**src/uart_modem_intr_params.svh**
```systemverilog
// Offsets, field positions, reset values and counts of the modem and interrupt block.
`ifndef UART_MODEM_INTR_PARAMS_SVH
`define UART_MODEM_INTR_PARAMS_SVH
`define UMI_OFS_ENABLE 8'h04
`define UMI_OFS_IDENT 8'h08
`define UMI_OFS_CONTROL 8'h10
`define UMI_OFS_STATUS 8'h18
`define UMI_EN_RDA 0
`define UMI_EN_THRE 1
`define UMI_EN_RLS 2
`define UMI_EN_MS 3
`define UMI_CTL_DTR 0
`define UMI_CTL_RTS 1
`define UMI_CTL_GPF 2
`define UMI_CTL_GATE 3
`define UMI_CTL_LOOP 4
`define UMI_EN_RESET 4'h0
`define UMI_CTL_RESET 5'h00
`define UMI_CODE_NONE 4'h1
`define UMI_CODE_RLS 4'h6
`define UMI_CODE_RDA 4'h4
`define UMI_CODE_TMO 4'hC
`define UMI_CODE_THRE 4'h2
`define UMI_CODE_MS 4'h0
`define UMI_FIFO_ID 2'h3
`define UMI_TIMEOUT_CHARS 4
`endif

```
**src/uart_modem_intr_pkg.sv**
```systemverilog
// Types shared by the modem and interrupt block.
package uart_modem_intr_pkg;
   // Modem lines in active-high sense, in status register order.
   typedef struct packed {
      logic dcd;
      logic ri;
      logic dsr;
      logic cts;
   } modem_t;
   typedef logic [3:0] ident_code_t;
endpackage : uart_modem_intr_pkg

```
**src/uart_modem_intr.sv**
```systemverilog
// Interrupt enable, identification, modem control and modem status logic of a UART.
//
// Behaviour
// RULE1 - Enable bit 0 gates data-available and timeout.
// RULE2 - Enable bit 1 gates transmit-empty interrupt.
// RULE3 - Enable bit 2 gates line status interrupt.
// RULE4 - Enable bit 3 gates modem status interrupt.
// RULE5 - Enable bits 4 to 7 read zero.
// RULE6 - Disabled sources hidden; status flags keep updating.
// RULE7 - Control bit 0 drives terminal-ready pin inverted.
// RULE8 - Control bit 1 drives request-to-send pin inverted.
// RULE9 - Control bit 2 is a pinless flag.
// RULE10 - Control bit 3 gates interrupt request pins.
// RULE11 - Loopback: output marks, input ignored, shifter looped.
// RULE12 - Loopback: modem inputs cut, outputs high, bits feed status.
// RULE13 - Loopback: control bits source modem interrupts.
// RULE14 - Loopback: interrupt request pins float.
// RULE15 - Control bits 5 to 7 read zero.
// RULE16 - Codes: none 0001, line 0110, data 0100.
// RULE17 - Timeout code 1100 after four idle characters.
// RULE18 - Transmit-empty code 0010, cleared by read or write.
// RULE19 - Modem code 0000, cleared by status read.
// RULE20 - Change flags set on edges, clear on read.
// RULE21 - Any change flag raises modem interrupt.
// RULE22 - Status high nibble shows lines or loop bits.
// RULE23 - Identification code frozen during its read.
// RULE24 - Modem inputs synchronised; set beats read clear.
//
// Decided for this implementation: the APB interface to the registers and the register addresses.
`include "uart_modem_intr_params.svh"

module uart_modem_intr #(
   parameter int TIMEOUT_CHARS = `UMI_TIMEOUT_CHARS
) (
   input wire logic CLK,
   input wire logic RST_N,
   input wire logic PSEL,
   input wire logic PENABLE,
   input wire logic PWRITE,
   input wire logic [7:0] PADDR,
   input wire logic [31:0] PWDATA,
   output logic [31:0] PRDATA,
   output logic PREADY,
   output logic PSLVERR,
   input wire logic LINE_ERROR,
   input wire logic RX_DATA_READY,
   input wire logic RX_NOT_EMPTY,
   input wire logic RX_PUSH,
   input wire logic RX_POP,
   input wire logic FIFO_MODE,
   input wire logic CHAR_TICK,
   input wire logic THR_EMPTY_EVENT,
   input wire logic THR_WRITE,
   input wire logic TX_SHIFT_OUT,
   input wire logic SERIAL_INPUT,
   input wire logic CTS_N,
   input wire logic DSR_N,
   input wire logic RI_N,
   input wire logic DCD_N,
   output logic SERIAL_OUTPUT,
   output logic RX_SHIFT_IN,
   output logic DTR_N,
   output logic RTS_N,
   output logic INTERRUPT_REQUEST_A_O,
   output logic INTERRUPT_REQUEST_A_OE,
   output logic INTERRUPT_REQUEST_B_O,
   output logic INTERRUPT_REQUEST_B_OE
);

   // The timeout counter is three bits wide, so larger counts cannot be served.
   if (TIMEOUT_CHARS < 1 || TIMEOUT_CHARS > 7) begin : g_bad_timeout
      $error("TIMEOUT_CHARS must lie between 1 and 7.");
   end

   // ==========================================================
   // Bus decode
   // ==========================================================
   logic [3:0] interrupt_enable;
   logic [4:0] modem_control;
   uart_modem_intr_pkg::ident_code_t ident_code;
   uart_modem_intr_pkg::modem_t stat;
   uart_modem_intr_pkg::modem_t prev;
   uart_modem_intr_pkg::modem_t delta;
   logic thre_flag;
   logic tmo_flag;
   logic [2:0] idle_cnt;
   logic [4:0] sync1;
   logic [4:0] sync2;

   // Setup phase samples read data; access phase completes with zero waits.
   wire setup = PSEL && !PENABLE;
   wire done = PSEL && PENABLE && PREADY;
   wire hit_en = PADDR == `UMI_OFS_ENABLE;
   wire hit_id = PADDR == `UMI_OFS_IDENT;
   wire hit_ctl = PADDR == `UMI_OFS_CONTROL;
   wire hit_st = PADDR == `UMI_OFS_STATUS;
   wire mapped = hit_en || hit_id || hit_ctl || hit_st;
   wire wr_en = done && PWRITE && hit_en;
   wire wr_ctl = done && PWRITE && hit_ctl;
   wire rd_id = done && !PWRITE && hit_id;
   wire rd_st = done && !PWRITE && hit_st;
   wire loop = modem_control[`UMI_CTL_LOOP];
   wire [1:0] fifo_id = FIFO_MODE ? `UMI_FIFO_ID : 2'h0;

   // RULE5 upper enable bits zero
   // RULE15 upper control bits zero
   wire [7:0] rd_byte = hit_en ? {4'h0, interrupt_enable} :
                        hit_id ? {fifo_id, 2'h0, ident_code} :
                        hit_ctl ? {3'h0, modem_control} :
                        hit_st ? {stat, delta} : 8'h00;

   // Read data and error are captured in the setup phase so they are
   // steady from flip-flops for the whole access phase.
   always_ff @(posedge CLK) begin
      if (!RST_N) begin
         PRDATA <= 32'h0000_0000;
         PSLVERR <= 1'b0;
         PREADY <= 1'b0;
      end else begin
         PREADY <= 1'b1;
         if (setup) begin
            PRDATA <= PWRITE ? 32'h0000_0000 : {24'h00_0000, rd_byte};
            PSLVERR <= !mapped;
         end
      end
   end

   // ==========================================================
   // Control registers
   // ==========================================================
   // RULE1 RULE2 RULE3 RULE4 enable storage
   // RULE9 pinless flag kept
   always_ff @(posedge CLK) begin
      if (!RST_N) begin
         interrupt_enable <= `UMI_EN_RESET;
         modem_control <= `UMI_CTL_RESET;
      end else begin
         if (wr_en) begin
            interrupt_enable <= PWDATA[3:0];
         end
         if (wr_ctl) begin
            modem_control <= PWDATA[4:0];
         end
      end
   end

   // ==========================================================
   // Pin synchronisers and serial path
   // ==========================================================
   // RULE24 two-stage input sync
   always_ff @(posedge CLK) begin
      if (!RST_N) begin
         sync1 <= 5'h1F;
         sync2 <= 5'h1F;
      end else begin
         sync1 <= {SERIAL_INPUT, DCD_N, RI_N, DSR_N, CTS_N};
         sync2 <= sync1;
      end
   end

   // RULE11 loopback serial path
   always_ff @(posedge CLK) begin
      if (!RST_N) begin
         SERIAL_OUTPUT <= 1'b1;
         RX_SHIFT_IN <= 1'b1;
      end else begin
         SERIAL_OUTPUT <= loop ? 1'b1 : TX_SHIFT_OUT;
         RX_SHIFT_IN <= loop ? TX_SHIFT_OUT : sync2[4];
      end
   end

   // ==========================================================
   // Modem outputs
   // ==========================================================
   // RULE7 inverted terminal ready
   // RULE8 inverted request to send
   // RULE12 outputs idle high in loopback
   always_ff @(posedge CLK) begin
      if (!RST_N) begin
         DTR_N <= 1'b1;
         RTS_N <= 1'b1;
      end else begin
         DTR_N <= loop || !modem_control[`UMI_CTL_DTR];
         RTS_N <= loop || !modem_control[`UMI_CTL_RTS];
      end
   end

   // ==========================================================
   // Modem status
   // ==========================================================
   // RULE12 loop bits replace the lines
   // RULE22 status nibble source
   wire uart_modem_intr_pkg::modem_t src = loop ?
      {modem_control[`UMI_CTL_GATE], modem_control[`UMI_CTL_GPF],
       modem_control[`UMI_CTL_DTR], modem_control[`UMI_CTL_RTS]} :
      ~sync2[3:0];

   // RULE20 edge detection per line
   // RULE13 control bits raise changes in loopback
   // Ring flags only the trailing edge: line active, then released.
   wire uart_modem_intr_pkg::modem_t chg = {stat.dcd ^ prev.dcd, prev.ri && !stat.ri,
                                           stat.dsr ^ prev.dsr, stat.cts ^ prev.cts};

   // A change in the very cycle of a status read survives the clear.
   // RULE24 set beats read clear
   always_ff @(posedge CLK) begin
      if (!RST_N) begin
         stat <= '0;
         prev <= '0;
         delta <= '0;
      end else begin
         stat <= src;
         prev <= stat;
         delta <= (rd_st ? 4'h0 : delta) | chg;
      end
   end

   // ==========================================================
   // Interrupt sources
   // ==========================================================
   // RULE17 idle character counter
   wire activity = RX_PUSH || RX_POP || !RX_NOT_EMPTY || !FIFO_MODE;
   wire reached = idle_cnt == 3'(TIMEOUT_CHARS);
   always_ff @(posedge CLK) begin
      if (!RST_N) begin
         idle_cnt <= 3'h0;
      end else if (activity) begin
         idle_cnt <= 3'h0;
      end else if (CHAR_TICK && !reached) begin
         idle_cnt <= idle_cnt + 3'h1;
      end
   end

   // RULE17 timeout set, cleared by buffer read
   // RULE18 transmit empty set and clears
   wire thre_read_clr = rd_id && ident_code == `UMI_CODE_THRE;
   always_ff @(posedge CLK) begin
      if (!RST_N) begin
         tmo_flag <= 1'b0;
         thre_flag <= 1'b0;
      end else begin
         tmo_flag <= (reached && !activity) || (tmo_flag && !RX_POP && FIFO_MODE);
         thre_flag <= THR_EMPTY_EVENT || (thre_flag && !THR_WRITE && !thre_read_clr);
      end
   end

   // RULE6 enables gate each source
   // RULE1 data and timeout share bit 0
   wire rls_p = LINE_ERROR && interrupt_enable[`UMI_EN_RLS];
   wire rda_p = RX_DATA_READY && interrupt_enable[`UMI_EN_RDA];
   wire tmo_p = tmo_flag && interrupt_enable[`UMI_EN_RDA];
   wire thr_p = thre_flag && interrupt_enable[`UMI_EN_THRE];
   // RULE21 any change flag pends
   wire ms_p = |delta && interrupt_enable[`UMI_EN_MS];

   // RULE16 RULE19 priority encoding
   wire uart_modem_intr_pkg::ident_code_t next_code = rls_p ? `UMI_CODE_RLS :
                                                   rda_p ? `UMI_CODE_RDA :
                                                   tmo_p ? `UMI_CODE_TMO :
                                                   thr_p ? `UMI_CODE_THRE :
                                                   ms_p ? `UMI_CODE_MS : `UMI_CODE_NONE;

   // Sources keep latching below; only the reported code holds while
   // the host has the identification register selected for a read.
   // RULE23 freeze during access
   wire freeze = PSEL && hit_id && !PWRITE;
   always_ff @(posedge CLK) begin
      if (!RST_N) begin
         ident_code <= `UMI_CODE_NONE;
      end else if (!freeze) begin
         ident_code <= next_code;
      end
   end

   // ==========================================================
   // Interrupt request pins
   // ==========================================================
   // RULE10 gate bit drives pins
   // RULE14 pins float in loopback
   wire irq = next_code != `UMI_CODE_NONE && modem_control[`UMI_CTL_GATE];
   always_ff @(posedge CLK) begin
      if (!RST_N) begin
         INTERRUPT_REQUEST_A_O <= 1'b0;
         INTERRUPT_REQUEST_B_O <= 1'b0;
         INTERRUPT_REQUEST_A_OE <= 1'b0;
         INTERRUPT_REQUEST_B_OE <= 1'b0;
      end else begin
         INTERRUPT_REQUEST_A_O <= irq;
         INTERRUPT_REQUEST_B_O <= irq;
         INTERRUPT_REQUEST_A_OE <= !loop;
         INTERRUPT_REQUEST_B_OE <= !loop;
      end
   end
endmodule : uart_modem_intr

```
**config.mk**
```make
export PLATFORM = sky130hd
export DESIGN_NAME = uart_modem_intr
export DESIGN_NICKNAME = d
export VERILOG_FILES = /design/src/uart_modem_intr_pkg.sv /design/src/uart_modem_intr.sv
export VERILOG_INCLUDE_DIRS = /design/src
export SDC_FILE = /design/constraint.sdc
export NUM_CORES = 1
export LEC_CHECK = 0
export ABC_AREA = 1
export CAP_MARGIN = 20
export CELL_PAD_IN_SITES_DETAIL_PLACEMENT = 1
export CELL_PAD_IN_SITES_GLOBAL_PLACEMENT = 1
export CORE_ASPECT_RATIO = 0.9
export CORE_UTILIZATION = 47
export CTS_BUF_LIST = sky130_fd_sc_hd__clkbuf_8 sky130_fd_sc_hd__clkbuf_16
export CTS_CLUSTER_SIZE = 40
export DETAILED_ROUTE_END_ITERATION = 8
export DONT_BUFFER_PORTS = 1
export PLACE_DENSITY_LB_ADDON = 0.1
export SLEW_MARGIN = 15
export SYNTH_ARGS = -nofsm -noshare
export SYNTH_HDL_FRONTEND = slang
export SYNTH_SLANG_ARGS = --single-unit
```
**constraint.sdc**
```tcl
create_clock -name CLK -period 3.1 [get_ports CLK]
set_clock_uncertainty 0.15 [all_clocks]
set_input_delay 0.155 -clock CLK [delete_from_list [all_inputs] [get_ports CLK]]
set_output_delay 0.155 -clock CLK [all_outputs]
set_load 0.1 [all_outputs]
```
==> impl_metrics.ini <==
[final_layout]
fill_cells = 650
seqCellArea_um2 = 1120
diodes = 0
multiInputGateArea_um2 = 1120
design_area_um2 = 2870
final_nets = 417
drive_gt1_share_pct = 14.3
syn2layout_area_growth_pct = 13.2
stdcell_count = 421
fin_util_pct = 57.2

[setup_path]
startpoint_type = input pin
crit_fanout = 3
required_ns = 3.22
path_class = in -> reg
cp-end-kind = flop
cp_data_arrival_time_ns = 2.43

[timing]
layout_setup_ws_ns = 0.787
final_hold_viol_count = 0
holdWs_ns = 0.0102
finalCriticalPeriod_ns = 2.31
clock.fmax_mhz = 432
setup_violations = 0
worst_pin_slew_ns = 0.999
rsz0062_at_grt = no
tns_ns = 0
slew_viol_final = 0
fin_crit_sh_pct = 74.6
slew_headroom_pct = 33.5

[synthesis]
ys_seq_elements = 56
synthArstFlopShare_pct = 0
yosys_warnings = 0
synth.most_common_cell = dfxtp_1
synth.distinct_cells = 35
synth.top_cell.area_share_pct = 44.3
yosys-top-cells-area = dfxtp_1, nand2_1, buf_4
syn-instance-count = 326
yosysSeqAreaShare_pct = 44.3
synth_edf_count = 0
syn_area_per_cell_um2 = 7.77
syn_area_um2 = 2530
synthTopCellsByCount = dfxtp_1, nand2_1, nor2_1
yosys.area.top_type = dfxtp_1
synth_ff_type = dfxtp_1

[clock_network]
clk_latency_ns = 0.32
cts_buffers = 5
cts_tree = done
cts.repair.resized = 0
htree_levels = 2
clock-sinks = 56
cts_max_path_buffers = 2
cts.clk_slew.worst_paths_ns = 0.11
cts_root_buf = clkbuf_8

[power_and_ir_drop]
leakagePower_nw = 1.23
total_power_mw = 1.43
power_frac_clock_pct = 30.5
power.density_nw_per_um2 = 497
switching_share_pct = 33.8
seq_power_share_pct = 53.3
internal_power_mw = 0.943
power_frac_comb_pct = 16.2
p_sw_mw = 0.482
ir_drop_mv = 0.306

[die]
coreArea_um2 = 5010
dieArea_um2 = 5690
initial_core_util_pct = 50.5
io-pin-count = 102
num_rows = 24
fp.dieH_um = 71.6
die_w_um = 79.4

[drt]
routedWlPerCell_um = 14.5
wl_um = 6100
drc = 0
first_pass_iters = 4
dr.first_iter.drc_count = 70
vias_per_cell = 4.99
ant_nets = 0
num_vias = 2102

[place]
io_buffers = 0
placement.cell_area_um2 = 2520
place_ws_ns = 1.41
placedCellCount = 388
hpwlAfterDp_um = 4220
globalplace.congestion = 0.806

[run]
cap_violations = 0

[grt]
grt_overflow = 0
antenna_found_initial = 0
grt_pass1_vias = 2103
grt.total_usage_pct = 23.2
grt_pass1_wl_um = 9910
grt_start_max_net_pins = 27

[hold_path]
hp-class = in -> reg

[run_status]
status = completed
-- state kept, by name, indices dropped and copies added (netlist names), 3 cells and up --
name / flops
prev: 4
PRDATA: 8
stat: 4
sync1: 5
delta: 4
idle_cnt: 3
modem_control: 5
interrupt_enable: 4
sync2: 5
ident_code: 4
-- cell type report --
type                       count  area share [%]
clock buffer                   5            2.40
clock inverter                 3           0.960
inverter                      35            4.58
multi-input combinational    224            39.2
sequential                    56            39.2
tap                           65            2.84
timing repair buffer          33            10.8
-- what timing repair did --
action | in CTS | in global routing
buffers inserted | 0 | 0
hold buffers | 25 | 0
endpoints found under the hold margin | 40 | 0
-- routing by layer --
layer  GRT usage, %  up-vias  wire length (µm)
met4           7.27        0                70
li1               -     1042                 -
met5              0        -                 0
met3           4.33        6               265
met1           29.0      994              2780
met2           40.5       60              2990
-- power groups by stage --
stage	registers (mW)	logic, mW	clock network, mW
final	0.760	0.231	0.434
after global routing	0.762	0.243	0.469
after CTS	0.760	0.229	0.437
after detailed placement	0.777	0.199	0
after global placement	0.776	0.198	0
after floorplan	0.781	0.209	0
-- worst paths after layout --
check,start,endpoint,slack [ns],cells past startpoint
setup / recovery,RX_POP,tmo_flag,0.79,6
hold / removal,PSEL,PSLVERR,0.01,3
setup reg to reg,PREADY,thre_flag,0.98,7
hold reg to reg,sync2[3],stat[3],0.27,1
-- logic make-up after synthesis --
kind of cell	count (synthesis)	share of synthesized area [%]
buffers and inverters	69	14.7
DFF	56	44.3
xor gates and xnor gates	4	1.38
other	1	0.148
and+or+nand+nor	139	26.5
AOI/OAI and AO/OA	55	12.0
adders and majority gates	2	0.988
-- cell usage in the layout (no fill, tap or decap), drive strengths merged --
cell,n
nand2,60
a21oi,29
clkbuf,5
o211ai,2
ha,2
clkinvlp,1
o32ai,1
nand4,1
nor3,5
nor2,37
o31ai,1
inv,35
xor2,1
or2,10
xnor2,3
clkinv,2
dlygate4sd3,25
dfxtp,56
nand3,25
nand3b,1
o21ai,22
buf,8
conb,24
-- worst max-delay path, stage by stage --
cell and delay (ns):
dlygate4sd3_1 0.57, nor3_1 0.23, dlygate4sd3_1 0.58, nand2_1 0.10
o32ai_1 0.18, dlygate4sd3_1 0.62
Note: power is estimated with default switching activity, not from simulation.
